<file path="src/fcs_defines.vh">
// Constants of the flash command controller: offsets, fields, commands, timing
`ifndef FCS_DEFINES_VH
`define FCS_DEFINES_VH

// Clock rate and time to cycles, least times round up
`define FCS_CLK_MHZ        100
`define FCS_CYC_UP(ns)     ((((ns) * `FCS_CLK_MHZ) + 999) / 1000)

// Bus cycle times in ns
`define FCS_T_AS_NS        10
`define FCS_T_WP_NS        35
`define FCS_T_WPH_NS       30
`define FCS_T_ACC_NS       70
`define FCS_T_BUSY_NS      90
`define FCS_T_RP_NS        500
`define FCS_T_RH_NS        50
`define FCS_T_AS           `FCS_CYC_UP(`FCS_T_AS_NS)
`define FCS_T_WP           `FCS_CYC_UP(`FCS_T_WP_NS)
`define FCS_T_WPH          `FCS_CYC_UP(`FCS_T_WPH_NS)
`define FCS_T_ACC          `FCS_CYC_UP(`FCS_T_ACC_NS)
`define FCS_T_BUSY         `FCS_CYC_UP(`FCS_T_BUSY_NS)
`define FCS_T_RP           `FCS_CYC_UP(`FCS_T_RP_NS)
`define FCS_T_RH           `FCS_CYC_UP(`FCS_T_RH_NS)
// Extra strobe cycles covering the two-stage data synchroniser
`define FCS_SYNC_LAT       2

// Register byte offsets
`define FCS_REG_CTRL       8'h00
`define FCS_REG_ADDR       8'h04
`define FCS_REG_WDATA      8'h08
`define FCS_REG_STATUS     8'h0C
`define FCS_REG_RDATA      8'h10
`define FCS_REG_CFG        8'h14

// Field positions
`define FCS_CTRL_OP_LSB    0
`define FCS_CTRL_GO_BIT    8
`define FCS_CFG_ELEV_BIT   0
`define FCS_ST_BUSY_BIT    0
`define FCS_ST_DONE_BIT    1
`define FCS_ST_XTIME_BIT   2
`define FCS_ST_READY_BIT   3
`define FCS_ST_REFUSE_BIT  4
`define FCS_XTIME_DQ_BIT   5

// Operation codes
`define FCS_OP_READ        3'h0
`define FCS_OP_PROG        3'h1
`define FCS_OP_ASEL        3'h2
`define FCS_OP_RESET       3'h3
`define FCS_OP_HWRST       3'h4

// Command address/data values
`define FCS_UNL1_ADDR      20'h0_0555
`define FCS_UNL1_DATA      8'hAA
`define FCS_UNL2_ADDR      20'h0_02AA
`define FCS_UNL2_DATA      8'h55
`define FCS_PROG_DATA      8'hA0
`define FCS_ASEL_DATA      8'h90
`define FCS_RESET_DATA     8'hF0

// AXI responses
`define FCS_RESP_OKAY      2'b00
`define FCS_RESP_SLVERR    2'b10

`endif

</file>
<file path="src/fcs_cycle.v">
// One flash bus cycle, write or read, on the parallel pins
`timescale 1ns/1ns
`include "fcs_defines.vh"

module fcs_cycle (
  // Clock and reset
  input  wire        aclk,
  input  wire        aresetn,
  // Cycle request
  input  wire        start,
  input  wire        wr,
  input  wire [19:0] addr,
  input  wire [7:0]  wdata,
  output reg         done_q,
  output reg  [7:0]  rdata_q,
  // Flash pins
  output reg  [19:0] fl_addr_q,
  output reg  [7:0]  data_lines_o_q,
  output reg  [7:0]  data_lines_oe_q,
  input  wire [7:0]  data_lines_i,
  output reg         fl_ce_n_q,
  output reg         fl_oe_n_q,
  output reg         fl_we_n_q
);

  localparam [3:0] S_IDLE = 4'b0001;
  localparam [3:0] S_SET  = 4'b0010;
  localparam [3:0] S_STRB = 4'b0100;
  localparam [3:0] S_HOLD = 4'b1000;

  localparam integer C_AS  = `FCS_T_AS;
  localparam integer C_WP  = `FCS_T_WP;
  localparam integer C_WPH = `FCS_T_WPH;
  localparam integer C_RD  = `FCS_T_ACC + `FCS_SYNC_LAT;

  reg [3:0] st_q;
  reg [7:0] cnt_q;
  reg       wr_q;
  reg [7:0] dsync1_q;
  reg [7:0] dsync2_q;

  // Two-stage synchroniser on read data
  always @(posedge aclk) begin
    dsync1_q <= data_lines_i;
    dsync2_q <= dsync1_q;
  end

  always @(posedge aclk) begin
    if (!aresetn) begin
      st_q            <= S_IDLE;
      cnt_q           <= 8'h00;
      wr_q            <= 1'b0;
      done_q          <= 1'b0;
      rdata_q         <= 8'h00;
      fl_addr_q       <= 20'h0_0000;
      data_lines_o_q  <= 8'h00;
      data_lines_oe_q <= 8'h00;
      fl_ce_n_q       <= 1'b1;
      fl_oe_n_q       <= 1'b1;
      fl_we_n_q       <= 1'b1;
    end else begin
      done_q <= 1'b0;
      case (st_q)
        S_IDLE: begin
          if (start) begin
            // Address settles with all strobes high
            wr_q            <= wr;
            fl_addr_q       <= addr;
            data_lines_o_q  <= wdata;
            data_lines_oe_q <= wr ? 8'hFF : 8'h00;
            cnt_q           <= C_AS[7:0];
            st_q            <= S_SET;
          end
        end
        S_SET: begin
          if (cnt_q > 8'h01) begin
            cnt_q <= cnt_q - 8'h01;
          end else begin
            // Write only with CE and WE low and OE high; pulse spans many ns
            fl_ce_n_q <= 1'b0;
            fl_we_n_q <= ~wr_q;
            fl_oe_n_q <= wr_q;
            cnt_q     <= wr_q ? C_WP[7:0] : C_RD[7:0];
            st_q      <= S_STRB;
          end
        end
        S_STRB: begin
          if (cnt_q > 8'h01) begin
            cnt_q <= cnt_q - 8'h01;
          end else begin
            // Address and data stay put across both strobe edges
            if (!wr_q) begin
              rdata_q <= dsync2_q;
            end
            fl_ce_n_q <= 1'b1;
            fl_we_n_q <= 1'b1;
            fl_oe_n_q <= 1'b1;
            cnt_q     <= C_WPH[7:0];
            st_q      <= S_HOLD;
          end
        end
        S_HOLD: begin
          if (cnt_q > 8'h01) begin
            cnt_q <= cnt_q - 8'h01;
          end else begin
            data_lines_oe_q <= 8'h00;
            done_q          <= 1'b1;
            st_q            <= S_IDLE;
          end
        end
        default: begin
          st_q <= S_IDLE;
        end
      endcase
    end
  end

endmodule

</file>
<file path="src/fcs_ctrl.v">
// Host-side controller driving a parallel flash command interface, AXI4-Lite registers
// Operation
// - Host protects every unprotected sector before the first unprotect write; the controller has no protect command, only the CFG elevated-level bit.
// - Protect/unprotect at elevated reset level uses ordinary bus cycle timing.
// - Write starts only with CE and WE low and OE high.
// - On exceeded-time flag the host writes reset; device returns to read-array.
// - Byte program is two unlocks, set-up, then address and data.
// - Autoselect persists until the host writes a reset command.
`timescale 1ns/1ns
`include "fcs_defines.vh"

module fcs_ctrl (
  // Clock and reset
  input  wire        aclk,
  input  wire        aresetn,
  // AXI4-Lite write address
  input  wire [7:0]  s_axi_awaddr,
  input  wire        s_axi_awvalid,
  output reg         s_axi_awready,
  // AXI4-Lite write data
  input  wire [31:0] s_axi_wdata,
  input  wire [3:0]  s_axi_wstrb,
  input  wire        s_axi_wvalid,
  output reg         s_axi_wready,
  // AXI4-Lite write response
  output reg  [1:0]  s_axi_bresp,
  output reg         s_axi_bvalid,
  input  wire        s_axi_bready,
  // AXI4-Lite read address
  input  wire [7:0]  s_axi_araddr,
  input  wire        s_axi_arvalid,
  output reg         s_axi_arready,
  // AXI4-Lite read data
  output reg  [31:0] s_axi_rdata,
  output reg  [1:0]  s_axi_rresp,
  output reg         s_axi_rvalid,
  input  wire        s_axi_rready,
  // Flash pins
  output wire [19:0] fl_addr,
  output wire [7:0]  data_lines_o,
  output wire [7:0]  data_lines_oe,
  input  wire [7:0]  data_lines_i,
  output wire        fl_ce_n,
  output wire        fl_oe_n,
  output wire        fl_we_n,
  output reg         fl_reset_n_q,
  output reg         elev_id_en_q,
  input  wire        ready_busy_output
);

  localparam [6:0] S_IDLE  = 7'b000_0001;
  localparam [6:0] S_ISSUE = 7'b000_0010;
  localparam [6:0] S_WAIT  = 7'b000_0100;
  localparam [6:0] S_SETTL = 7'b000_1000;
  localparam [6:0] S_POLL  = 7'b001_0000;
  localparam [6:0] S_PWAIT = 7'b010_0000;
  localparam [6:0] S_HRST  = 7'b100_0000;

  localparam integer C_BUSY = `FCS_T_BUSY;
  localparam integer C_RP   = `FCS_T_RP;
  localparam integer C_RH   = `FCS_T_RH;

  // Software registers
  reg  [2:0]  op_q;
  reg  [19:0] addr_q;
  reg  [7:0]  wdata_q;
  reg  [7:0]  rdata_q;
  reg         done_flag_q;
  reg         xtime_flag_q;
  reg         refuse_flag_q;
  // Sequencer
  reg  [6:0]  st_q;
  reg  [2:0]  run_op_q;
  reg  [1:0]  step_q;
  reg  [7:0]  tmr_q;
  reg         rec_q;
  reg         cyc_start_q;
  reg         cyc_wr_q;
  reg  [19:0] cyc_addr_q;
  reg  [7:0]  cyc_data_q;
  // Ready/busy synchroniser
  reg         rb_s1_q;
  reg         rb_s2_q;
  // AXI write side
  reg         aw_got_q;
  reg         w_got_q;
  reg  [7:0]  aw_addr_q;
  reg  [31:0] w_data_q;
  reg  [3:0]  w_strb_q;

  wire        cyc_done;
  wire [7:0]  cyc_rdata;
  wire        busy;
  wire [31:0] status;
  wire [31:0] ctrl_new;
  wire        go;
  wire [31:0] addr_new;

  // One cycle of a command sequence: {write, address, data}
  function [28:0] seq_word;
    input [2:0]  op;
    input [1:0]  step;
    input [19:0] a;
    input [7:0]  d;
    begin
      if (op == `FCS_OP_READ) begin
        seq_word = {1'b0, a, 8'h00};
      end else if (op == `FCS_OP_RESET) begin
        seq_word = {1'b1, a, `FCS_RESET_DATA};
      end else if (step == 2'd0) begin
        seq_word = {1'b1, `FCS_UNL1_ADDR, `FCS_UNL1_DATA};
      end else if (step == 2'd1) begin
        seq_word = {1'b1, `FCS_UNL2_ADDR, `FCS_UNL2_DATA};
      end else if (step == 2'd2) begin
        seq_word = {1'b1, `FCS_UNL1_ADDR,
                    (op == `FCS_OP_PROG) ? `FCS_PROG_DATA : `FCS_ASEL_DATA};
      end else begin
        seq_word = {1'b1, a, d};
      end
    end
  endfunction

  // Last step index of each sequence
  function [1:0] last_step;
    input [2:0] op;
    begin
      case (op)
        `FCS_OP_PROG: last_step = 2'd3;
        `FCS_OP_ASEL: last_step = 2'd2;
        default:      last_step = 2'd0;
      endcase
    end
  endfunction

  // Byte-lane merge of a write
  function [31:0] merge;
    input [31:0] old;
    input [31:0] nw;
    input [3:0]  strb;
    integer i;
    begin
      merge = old;
      for (i = 0; i < 4; i = i + 1) begin
        if (strb[i]) begin
          merge[i*8 +: 8] = nw[i*8 +: 8];
        end
      end
    end
  endfunction

  assign busy     = (st_q != S_IDLE);
  assign addr_new = merge({12'h000, addr_q}, w_data_q, w_strb_q);
  assign status   = {27'h000_0000, refuse_flag_q, rb_s2_q, xtime_flag_q, done_flag_q, busy};
  assign ctrl_new = merge({23'h00_0000, 6'h00, op_q}, w_data_q, w_strb_q);
  assign go       = aw_got_q && w_got_q && !s_axi_bvalid
                    && (aw_addr_q == `FCS_REG_CTRL) && ctrl_new[`FCS_CTRL_GO_BIT];

  fcs_cycle u_cycle (
    .aclk            (aclk),
    .aresetn         (aresetn),
    .start           (cyc_start_q),
    .wr              (cyc_wr_q),
    .addr            (cyc_addr_q),
    .wdata           (cyc_data_q),
    .done_q          (cyc_done),
    .rdata_q         (cyc_rdata),
    .fl_addr_q       (fl_addr),
    .data_lines_o_q  (data_lines_o),
    .data_lines_oe_q (data_lines_oe),
    .data_lines_i    (data_lines_i),
    .fl_ce_n_q       (fl_ce_n),
    .fl_oe_n_q       (fl_oe_n),
    .fl_we_n_q       (fl_we_n)
  );

  always @(posedge aclk) begin
    rb_s1_q <= ready_busy_output;
    rb_s2_q <= rb_s1_q;
  end

  // AXI4-Lite slave and register file
  always @(posedge aclk) begin
    if (!aresetn) begin
      s_axi_awready <= 1'b0;
      s_axi_wready  <= 1'b0;
      s_axi_bvalid  <= 1'b0;
      s_axi_bresp   <= `FCS_RESP_OKAY;
      s_axi_arready <= 1'b0;
      s_axi_rvalid  <= 1'b0;
      s_axi_rresp   <= `FCS_RESP_OKAY;
      s_axi_rdata   <= 32'h0000_0000;
      aw_got_q      <= 1'b0;
      w_got_q       <= 1'b0;
      aw_addr_q     <= 8'h00;
      w_data_q      <= 32'h0000_0000;
      w_strb_q      <= 4'h0;
      op_q          <= `FCS_OP_READ;
      addr_q        <= 20'h0_0000;
      wdata_q       <= 8'h00;
      elev_id_en_q  <= 1'b0;
      refuse_flag_q <= 1'b0;
    end else begin
      s_axi_awready <= !aw_got_q && !s_axi_awready && !s_axi_bvalid;
      s_axi_wready  <= !w_got_q && !s_axi_wready && !s_axi_bvalid;
      s_axi_arready <= !s_axi_rvalid && !s_axi_arready;
      if (s_axi_awvalid && s_axi_awready) begin
        aw_got_q  <= 1'b1;
        aw_addr_q <= s_axi_awaddr;
      end
      if (s_axi_wvalid && s_axi_wready) begin
        w_got_q  <= 1'b1;
        w_data_q <= s_axi_wdata;
        w_strb_q <= s_axi_wstrb;
      end
      if (aw_got_q && w_got_q && !s_axi_bvalid) begin
        aw_got_q     <= 1'b0;
        w_got_q      <= 1'b0;
        s_axi_bvalid <= 1'b1;
        s_axi_bresp  <= `FCS_RESP_OKAY;
        case (aw_addr_q)
          `FCS_REG_CTRL: begin
            op_q <= ctrl_new[`FCS_CTRL_OP_LSB +: 3];
            if (ctrl_new[`FCS_CTRL_GO_BIT]) begin
              refuse_flag_q <= busy;
            end
          end
          `FCS_REG_ADDR:   addr_q  <= addr_new[19:0];
          `FCS_REG_WDATA:  wdata_q <= w_strb_q[0] ? w_data_q[7:0] : wdata_q;
          `FCS_REG_STATUS: s_axi_bresp <= `FCS_RESP_OKAY;
          `FCS_REG_RDATA:  s_axi_bresp <= `FCS_RESP_OKAY;
          // Elevated level; software protects every sector before unprotecting
          `FCS_REG_CFG: begin
            if (w_strb_q[0]) begin
              elev_id_en_q <= w_data_q[`FCS_CFG_ELEV_BIT];
            end
          end
          default:         s_axi_bresp <= `FCS_RESP_SLVERR;
        endcase
      end else if (s_axi_bvalid && s_axi_bready) begin
        s_axi_bvalid <= 1'b0;
      end
      if (s_axi_arvalid && s_axi_arready) begin
        s_axi_rvalid <= 1'b1;
        s_axi_rresp  <= `FCS_RESP_OKAY;
        case (s_axi_araddr)
          `FCS_REG_CTRL:   s_axi_rdata <= {29'h0000_0000, op_q};
          `FCS_REG_ADDR:   s_axi_rdata <= {12'h000, addr_q};
          `FCS_REG_WDATA:  s_axi_rdata <= {24'h00_0000, wdata_q};
          `FCS_REG_STATUS: s_axi_rdata <= status;
          `FCS_REG_RDATA:  s_axi_rdata <= {24'h00_0000, rdata_q};
          `FCS_REG_CFG:    s_axi_rdata <= {31'h0000_0000, elev_id_en_q};
          default: begin
            s_axi_rdata <= 32'h0000_0000;
            s_axi_rresp <= `FCS_RESP_SLVERR;
          end
        endcase
      end else if (s_axi_rvalid && s_axi_rready) begin
        s_axi_rvalid <= 1'b0;
      end
    end
  end

  // Command sequencer
  always @(posedge aclk) begin
    if (!aresetn) begin
      st_q         <= S_IDLE;
      run_op_q     <= `FCS_OP_READ;
      step_q       <= 2'd0;
      tmr_q        <= 8'h00;
      rec_q        <= 1'b0;
      cyc_start_q  <= 1'b0;
      cyc_wr_q     <= 1'b0;
      cyc_addr_q   <= 20'h0_0000;
      cyc_data_q   <= 8'h00;
      rdata_q      <= 8'h00;
      done_flag_q  <= 1'b0;
      xtime_flag_q <= 1'b0;
      fl_reset_n_q <= 1'b1;
    end else begin
      cyc_start_q <= 1'b0;
      case (st_q)
        S_IDLE: begin
          if (go) begin
            run_op_q     <= ctrl_new[`FCS_CTRL_OP_LSB +: 3];
            step_q       <= 2'd0;
            done_flag_q  <= 1'b0;
            xtime_flag_q <= 1'b0;
            if (ctrl_new[`FCS_CTRL_OP_LSB +: 3] == `FCS_OP_HWRST) begin
              // Hard reset aborts programming and returns to read-array
              fl_reset_n_q <= 1'b0;
              rec_q        <= 1'b0;
              tmr_q        <= C_RP[7:0];
              st_q         <= S_HRST;
            end else begin
              st_q <= S_ISSUE;
            end
          end
        end
        S_ISSUE: begin
          // Whole, in-order sequences are sent for defined op codes; codes 5 to 7 send only the first unlock write
          {cyc_wr_q, cyc_addr_q, cyc_data_q} <=
            seq_word(run_op_q, step_q, addr_q, wdata_q);
          cyc_start_q <= 1'b1;
          st_q        <= S_WAIT;
        end
        S_WAIT: begin
          if (cyc_done) begin
            if (step_q != last_step(run_op_q)) begin
              step_q <= step_q + 2'd1;
              st_q   <= S_ISSUE;
            end else if (run_op_q == `FCS_OP_PROG) begin
              tmr_q <= C_BUSY[7:0];
              st_q  <= S_SETTL;
            end else begin
              if (run_op_q == `FCS_OP_READ) begin
                rdata_q <= cyc_rdata;
              end
              done_flag_q <= 1'b1;
              st_q        <= S_IDLE;
            end
          end
        end
        S_SETTL: begin
          // Give ready/busy time to fall after the last program write
          if (tmr_q > 8'h01) begin
            tmr_q <= tmr_q - 8'h01;
          end else begin
            st_q <= S_POLL;
          end
        end
        S_POLL: begin
          // While the device reports busy only status reads go out, plus the reset write once the exceeded-time bit is set
          if (rb_s2_q) begin
            done_flag_q <= 1'b1;
            st_q        <= S_IDLE;
          end else begin
            {cyc_wr_q, cyc_addr_q, cyc_data_q} <= {1'b0, addr_q, 8'h00};
            cyc_start_q <= 1'b1;
            st_q        <= S_PWAIT;
          end
        end
        S_PWAIT: begin
          if (cyc_done) begin
            rdata_q <= cyc_rdata;
            if (rb_s2_q) begin
              done_flag_q <= 1'b1;
              st_q        <= S_IDLE;
            end else if (cyc_rdata[`FCS_XTIME_DQ_BIT]) begin
              // Exceeded time: write reset to get back to read-array
              xtime_flag_q <= 1'b1;
              run_op_q     <= `FCS_OP_RESET;
              step_q       <= 2'd0;
              st_q         <= S_ISSUE;
            end else begin
              st_q <= S_POLL;
            end
          end
        end
        S_HRST: begin
          if (tmr_q > 8'h01) begin
            tmr_q <= tmr_q - 8'h01;
          end else if (!rec_q) begin
            fl_reset_n_q <= 1'b1;
            rec_q        <= 1'b1;
            tmr_q        <= C_RH[7:0];
          end else begin
            done_flag_q <= 1'b1;
            st_q        <= S_IDLE;
          end
        end
        default: begin
          st_q <= S_IDLE;
        end
      endcase
    end
  end

endmodule

</file>
<file path="config.mk">
export PLATFORM = sky130hd
export DESIGN_NAME = fcs_ctrl
export DESIGN_NICKNAME = d
export VERILOG_FILES = /design/src/fcs_cycle.v /design/src/fcs_ctrl.v
export VERILOG_INCLUDE_DIRS = /design/src /design/src/src
export SDC_FILE = /design/constraint.sdc
export NUM_CORES = 1
export LEC_CHECK = 0
export BUFFER_PORTS_ARGS = -buffer_cell sky130_fd_sc_hd__buf_2
export CAP_MARGIN = 20
export CORE_MARGIN = 2
export CORE_UTILIZATION = 40
export CTS_CLUSTER_DIAMETER = 200
export DETAILED_ROUTE_END_ITERATION = 7
export PLACE_DENSITY = 0.68
export RECOVER_POWER = 50
export SYNTH_ARGS = -nofsm -noshare
export SYNTH_HDL_FRONTEND = slang
export SYNTH_SLANG_ARGS = --single-unit
</file>
<file path="constraint.sdc">
create_clock -name aclk -period 2.75 [get_ports aclk]
set_input_delay 0.1375 -clock aclk [delete_from_list [all_inputs] [get_ports aclk]]
set_output_delay 0.1375 -clock aclk [all_outputs]
set_load 0.005 [all_outputs]
</file>
==> metrics.md, run 1 <==
| Metric | Value |
|---|---|
| Setup crit end kind | flop |
| Commonest non-fill, non-tap cells in the layout | dfxtp_1 (227), nand2_1 (186), buf_2 (87) |
| Cell area power density | 615 nW/um^2 |
| Max Clock Skew | 14.5 ps |
| Overflow after GRT | 0 |
| DRC | 0 |
| Vias | 8346 |
| Initial antenna violation count | 1 |
| Worst-skew pair later-pin latency | 530 ps |
| CP Max Fanout | 6 |
| Max-slew headroom | 3.26% |
| Final setup viols | 0 |
| Main flop type after synthesis | dfxtp_1 |
| DIE HEIGHT | 162 um |
| Initial Util | 40.9% |
| DRT antenna net count | 0 |
| Setup WS pre-CTS | 374 ps |
| CP Class | flop to flop |
| CTS tree | built |
| Ys async rst share | 0% |
| Vias per cell | 5.12 |
| Count of cell types in the netlist | 81 |
| Clock H-tree levels | 1 |
| Global-route wire length before repair | 39200 um |
| Clock buffer count from CTS | 25 |
| Core region area | 24400 um^2 |
| Area delta synth->final | 21.8% |
| Avg Inst Size Synth | 8.82 um^2 |
| DR iter-0 viols | 572 |
| Wire length per cell | 14.9 um |
| Psw | 1.77 mW |
| YS warnings | 0 |
| Final Hold Fails | 0 |
| Drt pass-1 iters | 6 |
| Synthesized flop and latch total | 227 |
| F_max | 0.405 GHz |
| Top delay family on crit path | compound AO/OA/AOI/OAI gates |
| Largest net degree at the start of global routing | 74 |
| RSZ-0062 raised after global routing | false |
| WP buf/inv | 0 |
| Fin crit period | 2470 ps |
| Worst Path Arrival | 2900 ps |
| Total GRT Usage | 18.1% |
| Number of global-route vias before repair | 7567 |
| Dpl hpwl | 17000 um |
| Die span in x | 162 um |
| Clock Sinks | 227 |
| Post-Syn Area | 9980 um^2 |
| Nets | 1361 |
| Commonest non-fill, non-tap cell in the layout | dfxtp_1 |
| Slowest-stage cell, CP | or4_1 |
| Root buffer cell | clkbuf_16 |
| Power share of the combinational group | 7.3% |
| Fin crit share | 89.8% |
| Cells after Synth | 1132 |
| Register share of total power | 45.7% |
| Peak VDD IR | 0.459 mV |
| Clock share of power | 47.0% |
| Clock buffer depth | 3 |
| Post-synth EDFFs | 0 |
| Routed WL | 24300 um |
| Layout cells sized above 1 | 14.9% |
| Row Count | 57 |
| Filler cell count | 2314 |
| Post-CTS Setup Inserts | 0 |
| GPL Wtd Cong | 0.876 |
| Final WS setup | 280 ps |
| Worst Setup Start Kind | flop |
| Post-cts resize count | 0 |
| Seq/Total Area, Yosys | 45.5% |
| Internal reg-to-reg setup slack | 280 ps |
| Clock slew at reported path FFs | 70 ps |
| Port bufs | 122 |
| Internal power | 5.72 mW |
| IO Count | 150 |
| Hold Crit Class | input pin to flop |
| TNS Setup | 0 ps |
| Status | finished clean |
| Max-cap violations | 0 |
| Sw frac | 23.6% |
| Worst slew pin tran | 1450 ps |
| Die ar. | 26200 um^2 |
| LEAKAGE | 4.47 nW |
| CTS Hold Bufs | 51 |
| Slew Limit Fails | 0 |
| Crit-path cells | or4_1 -> o41ai_1 -> o22ai_1 -> a31oi_1 -> nand3_1 -> o32ai_1 |
| CP required | 3180 ps |
| Max stage delay on crit path | 600 ps |
worst reg2reg max path, cell delays in order, from the launching register on:
cell	delay [ps]
dfxtp_1	350
or4_1	600
o41ai_1	300
o22ai_1	130
a31oi_1	440
nand3_1	220
o32ai_1	330
sequential cells by signal, summed over array words and instances, names as in the netlist, 8 cells and up:
register                flops
u_cycle.dsync2_q            8
u_cycle.fl_addr_q          20
wdata_q                     8
w_data_q                   20
cyc_addr_q                 20
u_cycle.rdata_q             8
u_cycle.data_lines_o_q      8
cyc_data_q                  8
aw_addr_q                   8
tmr_q                       8
rdata_q                     8
addr_q                     20
u_cycle.dsync1_q            8
s_axi_rdata                20
u_cycle.cnt_q               8
area by class of cell:
class / count / area, um^2 / area share, %
Inverter: 17 / 63.8 / 0.525
Sequential cell: 227 / 4540 / 37.4
Clock buffer: 30 / 694 / 5.71
Timing Repair Buffer: 204 / 1300 / 10.7
Multi-Input combinational cell: 811 / 4960 / 40.8
Tap cell: 324 / 405 / 3.33
Antenna cell: 1 / 2.50 / 0.0206
Clock inverter: 16 / 194 / 1.59
per-layer routing:
metal  track usage [%]  wire length (um)
met1              25.2             11600
met2              29.1             11000
met3              3.47              1280
met4              4.06               413
met5                 0                 0
cells in the mapped netlist (5+ instances only):
cell	count	area (um^2)
xnor2_1	5	43.8
nand4_1	5	31.3
nand3_1	41	205
nor3b_1	11	82.6
o21ai_0	47	235
a21oi_1	28	140
nand3b_1	6	45.0
buf_2	10	50.1
xor2_1	6	52.6
nor2b_1	70	438
ha_1	7	87.6
and2_1	13	81.3
mux2i_1	36	360
nand2b_1	12	75.1
inv_1	17	63.8
buf_4	22	165
or4_1	6	45.0
dfxtp_1	227	4540
o211a_1	5	50.1
nor3_1	18	90.1
clkbuf_1	50	188
a31oi_1	6	37.5
a22oi_1	38	285
a21boi_0	85	638
and3_1	5	31.3
or3_1	8	50.1
nand2_1	186	698
nor2_1	62	233
path summary, 6_finish.rpt:
check                      startpoint                   to  cells after the start
hold / removal        s_axi_araddr[6]       s_axi_rdata[3]                      4
setup reg to reg             tmr_q[4]              st_q[3]                      6
setup / recovery             tmr_q[4]              st_q[3]                      6
hold reg to reg   u_cycle.dsync1_q[1]  u_cycle.dsync2_q[1]                      0
power by group through the flow:
| stage | Combinational (mW) | Clock (mW) | Sequential (mW) |
|---|---|---|---|
| after detailed placement | 0.491 | 0 | 3.49 |
| final | 0.549 | 3.52 | 3.42 |
| after floorplan | 0.380 | 0 | 3.47 |
| after CTS | 0.547 | 3.57 | 3.42 |
| after global placement | 0.489 | 0 | 3.49 |
| after global routing | 0.610 | 3.72 | 3.43 |
cells by family after synthesis:
logic type,Yosys count,synth area share [%]
AOI/OAI and AO/OA,260,18.4
xor gates and xnor gates,11,0.965
adders and majority gates,7,0.877
buffers and inverters,107,5.31
DFF,227,45.5
muxes,40,4.29
other,1,0.0376
and+or+nand+nor,479,24.6
metrics by stage:
step                      util, %  cell area, um^2  power (mW)  instances  hold slack (ps)
after global placement       44.4            10800        3.98       1532              242
after CTS                    50.2            12200        7.54       1629             34.0
after detailed placement     44.4            10800        3.98       1532              241
after global routing         49.9            12200        7.76       1629             74.7
after floorplan                 -            10000        3.85       1145              165
final                        49.9            12200        7.48       1630             53.9
Power figures use the tool's default switching activity.
==> inputs of run 2 (changes only) <==
--- a/config.mk
+++ b/config.mk
@@ -8,11 +8,14 @@
 export LEC_CHECK = 0
 export BUFFER_PORTS_ARGS = -buffer_cell sky130_fd_sc_hd__buf_2
 export CAP_MARGIN = 20
+export CELL_PAD_IN_SITES_DETAIL_PLACEMENT = 1
+export CELL_PAD_IN_SITES_GLOBAL_PLACEMENT = 2
+export CORE_ASPECT_RATIO = 2
 export CORE_MARGIN = 2
-export CORE_UTILIZATION = 40
+export CORE_UTILIZATION = 35
 export CTS_CLUSTER_DIAMETER = 200
 export DETAILED_ROUTE_END_ITERATION = 7
-export PLACE_DENSITY = 0.68
+export PLACE_DENSITY = 0.89
 export RECOVER_POWER = 50
 export SYNTH_ARGS = -nofsm -noshare
 export SYNTH_HDL_FRONTEND = slang
==> metrics.md, run 2 (synthesis gave the netlist of run 1 again) <==
| Metric | Value |
|---|---|
| Routed WL | 29500 um (was 24300 um) |
| Clock H-tree levels | 1 (unchanged) |
| Clock buffer count from CTS | 21 (was 25) |
| Initial Util | 35.5% (was 40.9%) |
| CP required | 3170 ps (was 3180 ps) |
| RSZ-0062 raised after global routing | false (unchanged) |
| Worst-skew pair later-pin latency | 520 ps (was 530 ps) |
| Root buffer cell | clkbuf_16 (unchanged) |
| Slew Limit Fails | 0 (unchanged) |
| IO Count | 150 (unchanged) |
| R2R Path End | st_q[3] (unchanged) |
| Setup WS pre-CTS | 317 ps (was 374 ps) |
| Hold Crit Class | input pin to flop (unchanged) |
| CTS tree | built (unchanged) |
| GPL Wtd Cong | 0.900 (was 0.876) |
| Initial antenna violation count | 0 (was 1) |
| Critical path endpoint | st_q[3] (unchanged) |
| Area delta synth->final | 21.1% (was 21.8%) |
| F_max | 0.398 GHz (was 0.405 GHz) |
| Dpl hpwl | 22200 um (was 17000 um) |
| Worst slew pin tran | 1270 ps (was 1450 ps) |
| Die span in x | 123 um (was 162 um) |
| Number of global-route vias before repair | 9408 (was 7567) |
| Vias | 8666 (was 8346) |
| Clock slew at reported path FFs | 70 ps (about the same) |
| TNS Setup | 0 ps (unchanged) |
| Final core occ | 43.0% (was 49.9%) |
| Max-slew headroom | 15.2% (was 3.26%) |
| Largest net degree at the start of global routing | 62 (was 74) |
| Peak VDD IR | 0.403 mV (was 0.459 mV) |
| Final Hold Fails | 0 (unchanged) |
| LEAKAGE | 4.40 nW (was 4.47 nW) |
| Register area | 4540 um^2 (unchanged) |
| Vias per cell | 5.21 (was 5.12) |
| Max-cap violations | 0 (unchanged) |
| Core region area | 28100 um^2 (was 24400 um^2) |
| Port bufs | 122 (unchanged) |
| DR iter-0 viols | 333 (was 572) |
| DRT antenna net count | 0 (unchanged) |
| CP Class | flop to flop (unchanged) |
| Antenna cell count | 0 (was 1) |
| Drt pass-1 iters | 4 (was 6) |
| Hold_ws | 16.4 ps (was 53.9 ps) |
| Layout cells sized above 1 | 13.8% (was 14.9%) |
| Max Clock Skew | 7.31 ps (was 14.5 ps) |
| Cell Count, Final, Fillers Out | 1663 (was 1630) |
| Worst Path Arrival | 2930 ps (was 2900 ps) |
| Clock Sinks | 227 (unchanged) |
| Final WS setup | 241 ps (was 280 ps) |
| R2R cell count | 6 (unchanged) |
| Commonest non-fill, non-tap cell in the layout | dfxtp_1 (unchanged) |
| Die ar. | 30000 um^2 (was 26200 um^2) |
| Post-CTS Setup Inserts | 0 (unchanged) |
| Worst Setup Start Kind | flop (unchanged) |
| DRC | 0 (unchanged) |
| Setup crit end kind | flop (unchanged) |
| Overflow after GRT | 0 (unchanged) |
| CP startpoint | tmr_q[4] (unchanged) |
| Commonest non-fill, non-tap cells in the layout | dfxtp_1 (227), nand2_1 (186), a21boi_0 (86) (was dfxtp_1 (227), nand2_1 (186), buf_2 (87)) |
| Status | finished clean (unchanged) |
| Fin crit share | 91.3% (was 89.8%) |
| Global-route wire length before repair | 48200 um (was 39200 um) |
| Row Count | 87 (was 57) |
| Internal reg-to-reg setup slack | 240 ps (was 280 ps) |
| Total GRT Usage | 20.1% (was 18.1%) |
| CP Max Fanout | 6 (unchanged) |
| Cell area power density | 587 nW/um^2 (was 615 nW/um^2) |
| Wire length per cell | 17.7 um (was 14.9 um) |
| Inst Count DP | 1577 (was 1532) |
| Fin crit period | 2510 ps (was 2470 ps) |
| Nets | 1368 (was 1361) |
| Final setup viols | 0 (unchanged) |
| DIE HEIGHT | 243 um (was 162 um) |
| Multi-input logic area | 4960 um^2 (about the same) |
| Source of the worst register-to-register timing path | tmr_q[4] (unchanged) |
| Clock buffer depth | 3 (unchanged) |
| Filler cell count | 3358 (was 2314) |
==> run 2: final cells by class <==
cell class                 count  share of cell area [%]
timing repair buffer         215                    11.3
sequential                   227                    37.6
tap                          356                    3.68
inverter                      17                   0.528
multi-input combinational    811                    41.0
clock buffer                  27                    4.78
clock inverter                10                    1.16
==> run 2: through the flow <==
step | instance area (um^2) | power, mW
finish | 12100 | 7.09
global route | 12100 | 7.36
CTS | 12200 | 7.17
detailed placement | 11000 | 4.03
global placement | 11000 | 4.01
floorplan | 10000 | 3.85
==> run 2: timing repair <==
item	in CTS	in global routing
gates resized for setup	0	0
endpoints found under the hold margin	43	0
hold buffers	49	0
==> run 2: layer usage <==
| layer | track usage (%) | part of all wire, % | vias to the layer above |
|---|---|---|---|
| li1 | - | - | 4221 |
| met1 | 19.7 | 36 | 4178 |
| met2 | 39.6 | 57 | 193 |
| met3 | 2.30 | 2.9 | 74 |
| met4 | 9.73 | 4.7 | 0 |
| met5 | 0 | 0 | - |
==> run 2: critical path, cell delays in order, from the launching register on <==
cell and delay (ps):
dfxtp_1 360, or4_1 580, nor3_2 330, o22ai_1 180
a31oi_1 450, nand3_1 210, o32ai_1 300
==> run 2: worst min path at each step <==
| stage | startpoint | to | slack (ps) | cells past startpoint |
|---|---|---|---|---|
| 2_1_floorplan | ready_busy_output | rb_s1_q | 170 | 0 |
| 3_3_place_gp | ready_busy_output | rb_s1_q | 240 | 1 |
| 3_5_place_dp | data_lines_i[2] | u_cycle.dsync1_q[2] | 240 | 1 |
| 4_1_cts | s_axi_awvalid | aw_addr_q[1] | 1 | 3 |
| 5_1_grt | s_axi_awvalid | aw_addr_q[1] | 10 | 3 |
| 6_report | s_axi_awvalid | aw_addr_q[1] | 20 | 3 |
==> run 2: power breakdown <==
part	switching (mW)	internal, mW	total (mW)	leakage, nW
combinational	0.330	0.261	0.591	2.20
sequential	0.0659	3.35	3.42	1.84
clock	1.30	1.78	3.09	0.356
==> inputs of run 3 (changes only) <==
--- a/config.mk
+++ b/config.mk
@@ -11,7 +11,6 @@
 export CELL_PAD_IN_SITES_DETAIL_PLACEMENT = 1
 export CELL_PAD_IN_SITES_GLOBAL_PLACEMENT = 2
 export CORE_ASPECT_RATIO = 2
-export CORE_MARGIN = 2
 export CORE_UTILIZATION = 35
 export CTS_CLUSTER_DIAMETER = 200
 export DETAILED_ROUTE_END_ITERATION = 7
==> metrics.md, run 3 (synthesis gave the netlist of run 1 again) <==
| Metric | Value |
|---|---|
| Area delta synth->final | 21.9% (was 21.1%) |
| DR iter-0 viols | 273 (was 333) |
| Clock Sinks | 227 (unchanged) |
| Hold Path Cell Cnt | 3 (unchanged) |
| Max Clock Skew | 12.7 ps (was 7.31 ps) |
| Final Power | 7.26 mW (was 7.09 mW) |
| Max-cap violations | 1 (was 0) |
| Max-slew headroom | -15.5% (was 15.2%) |
| Final Hold Fails | 0 (unchanged) |
| Core region area | 28100 um^2 (unchanged) |
| Wire length per cell | 17.3 um (was 17.7 um) |
| Fin crit share | 89.8% (was 91.3%) |
| CP Class | flop to flop (unchanged) |
| WP buf/inv | 0 (unchanged) |
| TNS Setup | 0 ps (unchanged) |
| Nets | 1369 (was 1368) |
| Setup crit end kind | flop (unchanged) |
| Worst slew pin tran | 1730 ps (was 1270 ps) |
| Post-cts resize count | 0 (unchanged) |
| Commonest non-fill, non-tap cell in the layout | dfxtp_1 (unchanged) |
| Internal reg-to-reg setup slack | 280 ps (was 240 ps) |
| Worst Setup Start Kind | flop (unchanged) |
| CTS tree | built (unchanged) |
| Initial antenna violation count | 0 (unchanged) |
| CTS Hold Bufs | 50 (was 49) |
| Commonest non-fill, non-tap cells in the layout | dfxtp_1 (227), nand2_1 (186), a21boi_0 (85) (was dfxtp_1 (227), nand2_1 (186), a21boi_0 (86)) |
| Violated checks | max-capacitance violations, max-slew violations |
| Hold Crit Class | input pin to flop (unchanged) |
| Clock buffer depth | 3 (unchanged) |
| Port bufs | 122 (unchanged) |
| Root buffer cell | clkbuf_16 (unchanged) |
| Drt pass-1 iters | 4 (unchanged) |
| Antenna cell count | 0 (unchanged) |
| DRC | 0 (unchanged) |
| Clock slew at reported path FFs | 70 ps (about the same) |
| Vias per cell | 5.16 (was 5.21) |
| Crit-path cells | or4_1 -> or3_1 -> o31a_1 -> and2_0 -> nand2_1 -> o21ai_0 (was or4_1 -> nor3_2 -> o22ai_1 -> a31oi_1 -> nand3_1 -> o32ai_1) |
| CP startpoint | st_q[2] (was tmr_q[4]) |
| Worst Path Arrival | 2860 ps (was 2930 ps) |
| GPL Wtd Cong | 0.881 (was 0.900) |
| Status | finished with violations (was finished clean) |
| DRT antenna net count | 0 (unchanged) |
| Slew Limit Fails | 52 (was 0) |
| Number of global-route vias before repair | 9056 (was 9408) |
| Die ar. | 29200 um^2 (was 30000 um^2) |
| Clock H-tree levels | 1 (unchanged) |
| Final setup viols | 0 (unchanged) |
| Post-CTS Setup Inserts | 0 (unchanged) |
| Peak VDD IR | 0.487 mV (was 0.403 mV) |
| Overflow after GRT | 0 (unchanged) |
| Source of the worst register-to-register timing path | st_q[2] (was tmr_q[4]) |
| Worst-skew pair later-pin latency | 510 ps (was 520 ps) |
| Initial Util | 35.5% (unchanged) |
| DIE HEIGHT | 241 um (was 243 um) |
| Cell count along the critical path | 6 (unchanged) |
| Layout cells sized above 1 | 14.0% (was 13.8%) |
| Hold_ws | 23.5 ps (was 16.4 ps) |
| IO Count | 150 (unchanged) |
| LEAKAGE | 4.42 nW (was 4.40 nW) |
| Total GRT Usage | 20.0% (was 20.1%) |
| R2R cell count | 6 (unchanged) |
| Routed WL | 28700 um (was 29500 um) |
| Row Count | 87 (unchanged) |
| F_max | 0.405 GHz (was 0.398 GHz) |
| Hold_sp | s_axi_awvalid (unchanged) |
| Slowest-stage cell, CP | or4_1 (unchanged) |
| Dpl hpwl | 21600 um (was 22200 um) |
| CP Max Fanout | 12 (was 6) |
| Top delay family on crit path | simple AND/OR/NAND/NOR gates (unchanged) |
| Largest net degree at the start of global routing | 76 (was 62) |
| CP required | 3140 ps (was 3170 ps) |
| Fin crit period | 2470 ps (was 2510 ps) |
| Max stage delay on crit path | 630 ps (was 580 ps) |
| Die span in x | 121 um (was 123 um) |
| Global-route wire length before repair | 46100 um (was 48200 um) |
| Cell area power density | 596 nW/um^2 (was 587 nW/um^2) |
| Vias | 8595 (was 8666) |
| RSZ-0062 raised after global routing | false (unchanged) |
| Clock buffer count from CTS | 22 (was 21) |
## run 3: worst min-delay path, stage by stage
cell and delay, ps:
buf_2 180, a21oi_1 90, nor2_1 80
## run 3: final timing paths
check / endpoint
hold / removal: aw_got_q
hold reg to reg: u_cycle.dsync2_q[6]
setup / recovery: cyc_addr_q[10]
setup reg to reg: cyc_addr_q[10]
## run 3: metal layers
metal	track usage, %	up-vias	part of all wire [%]
li1	-	4231	-
met1	19.1	4140	36
met2	41.1	160	58
met3	2.27	64	2.7
met4	8.57	0	3.7
met5	0	-	0
## run 3: area by class of cell
cell class                      instances  area [um^2]
Fill cell                            3394        15900
Multi-Input combinational cell        811         4960
Sequential cell                       227         4540
Timing Repair Buffer                  215         1370
Clock buffer                           28          634
Tap cell                              356          445
Clock inverter                         11          153
Inverter                               17         63.8
## run 3: metrics by stage
stage / setup WS [ps] / cells / area [um^2] / util (%)
global route: 123 / 1665 / 12200 / 43.3
global placement: 327 / 1576 / 11000 / 39.1
finish: 281 / 1665 / 12200 / 43.3
detailed placement: 258 / 1576 / 11000 / 39.1
CTS: 241 / 1665 / 12300 / 43.7
floorplan: 567 / 1145 / 10000 / -
## run 3: power by group
group	total, mW	switching (mW)	leakage (nW)	internal (mW)
clock	3.26	1.33	0.383	1.93
combinational	0.580	0.318	2.20	0.262
sequential	3.42	0.0649	1.84	3.35
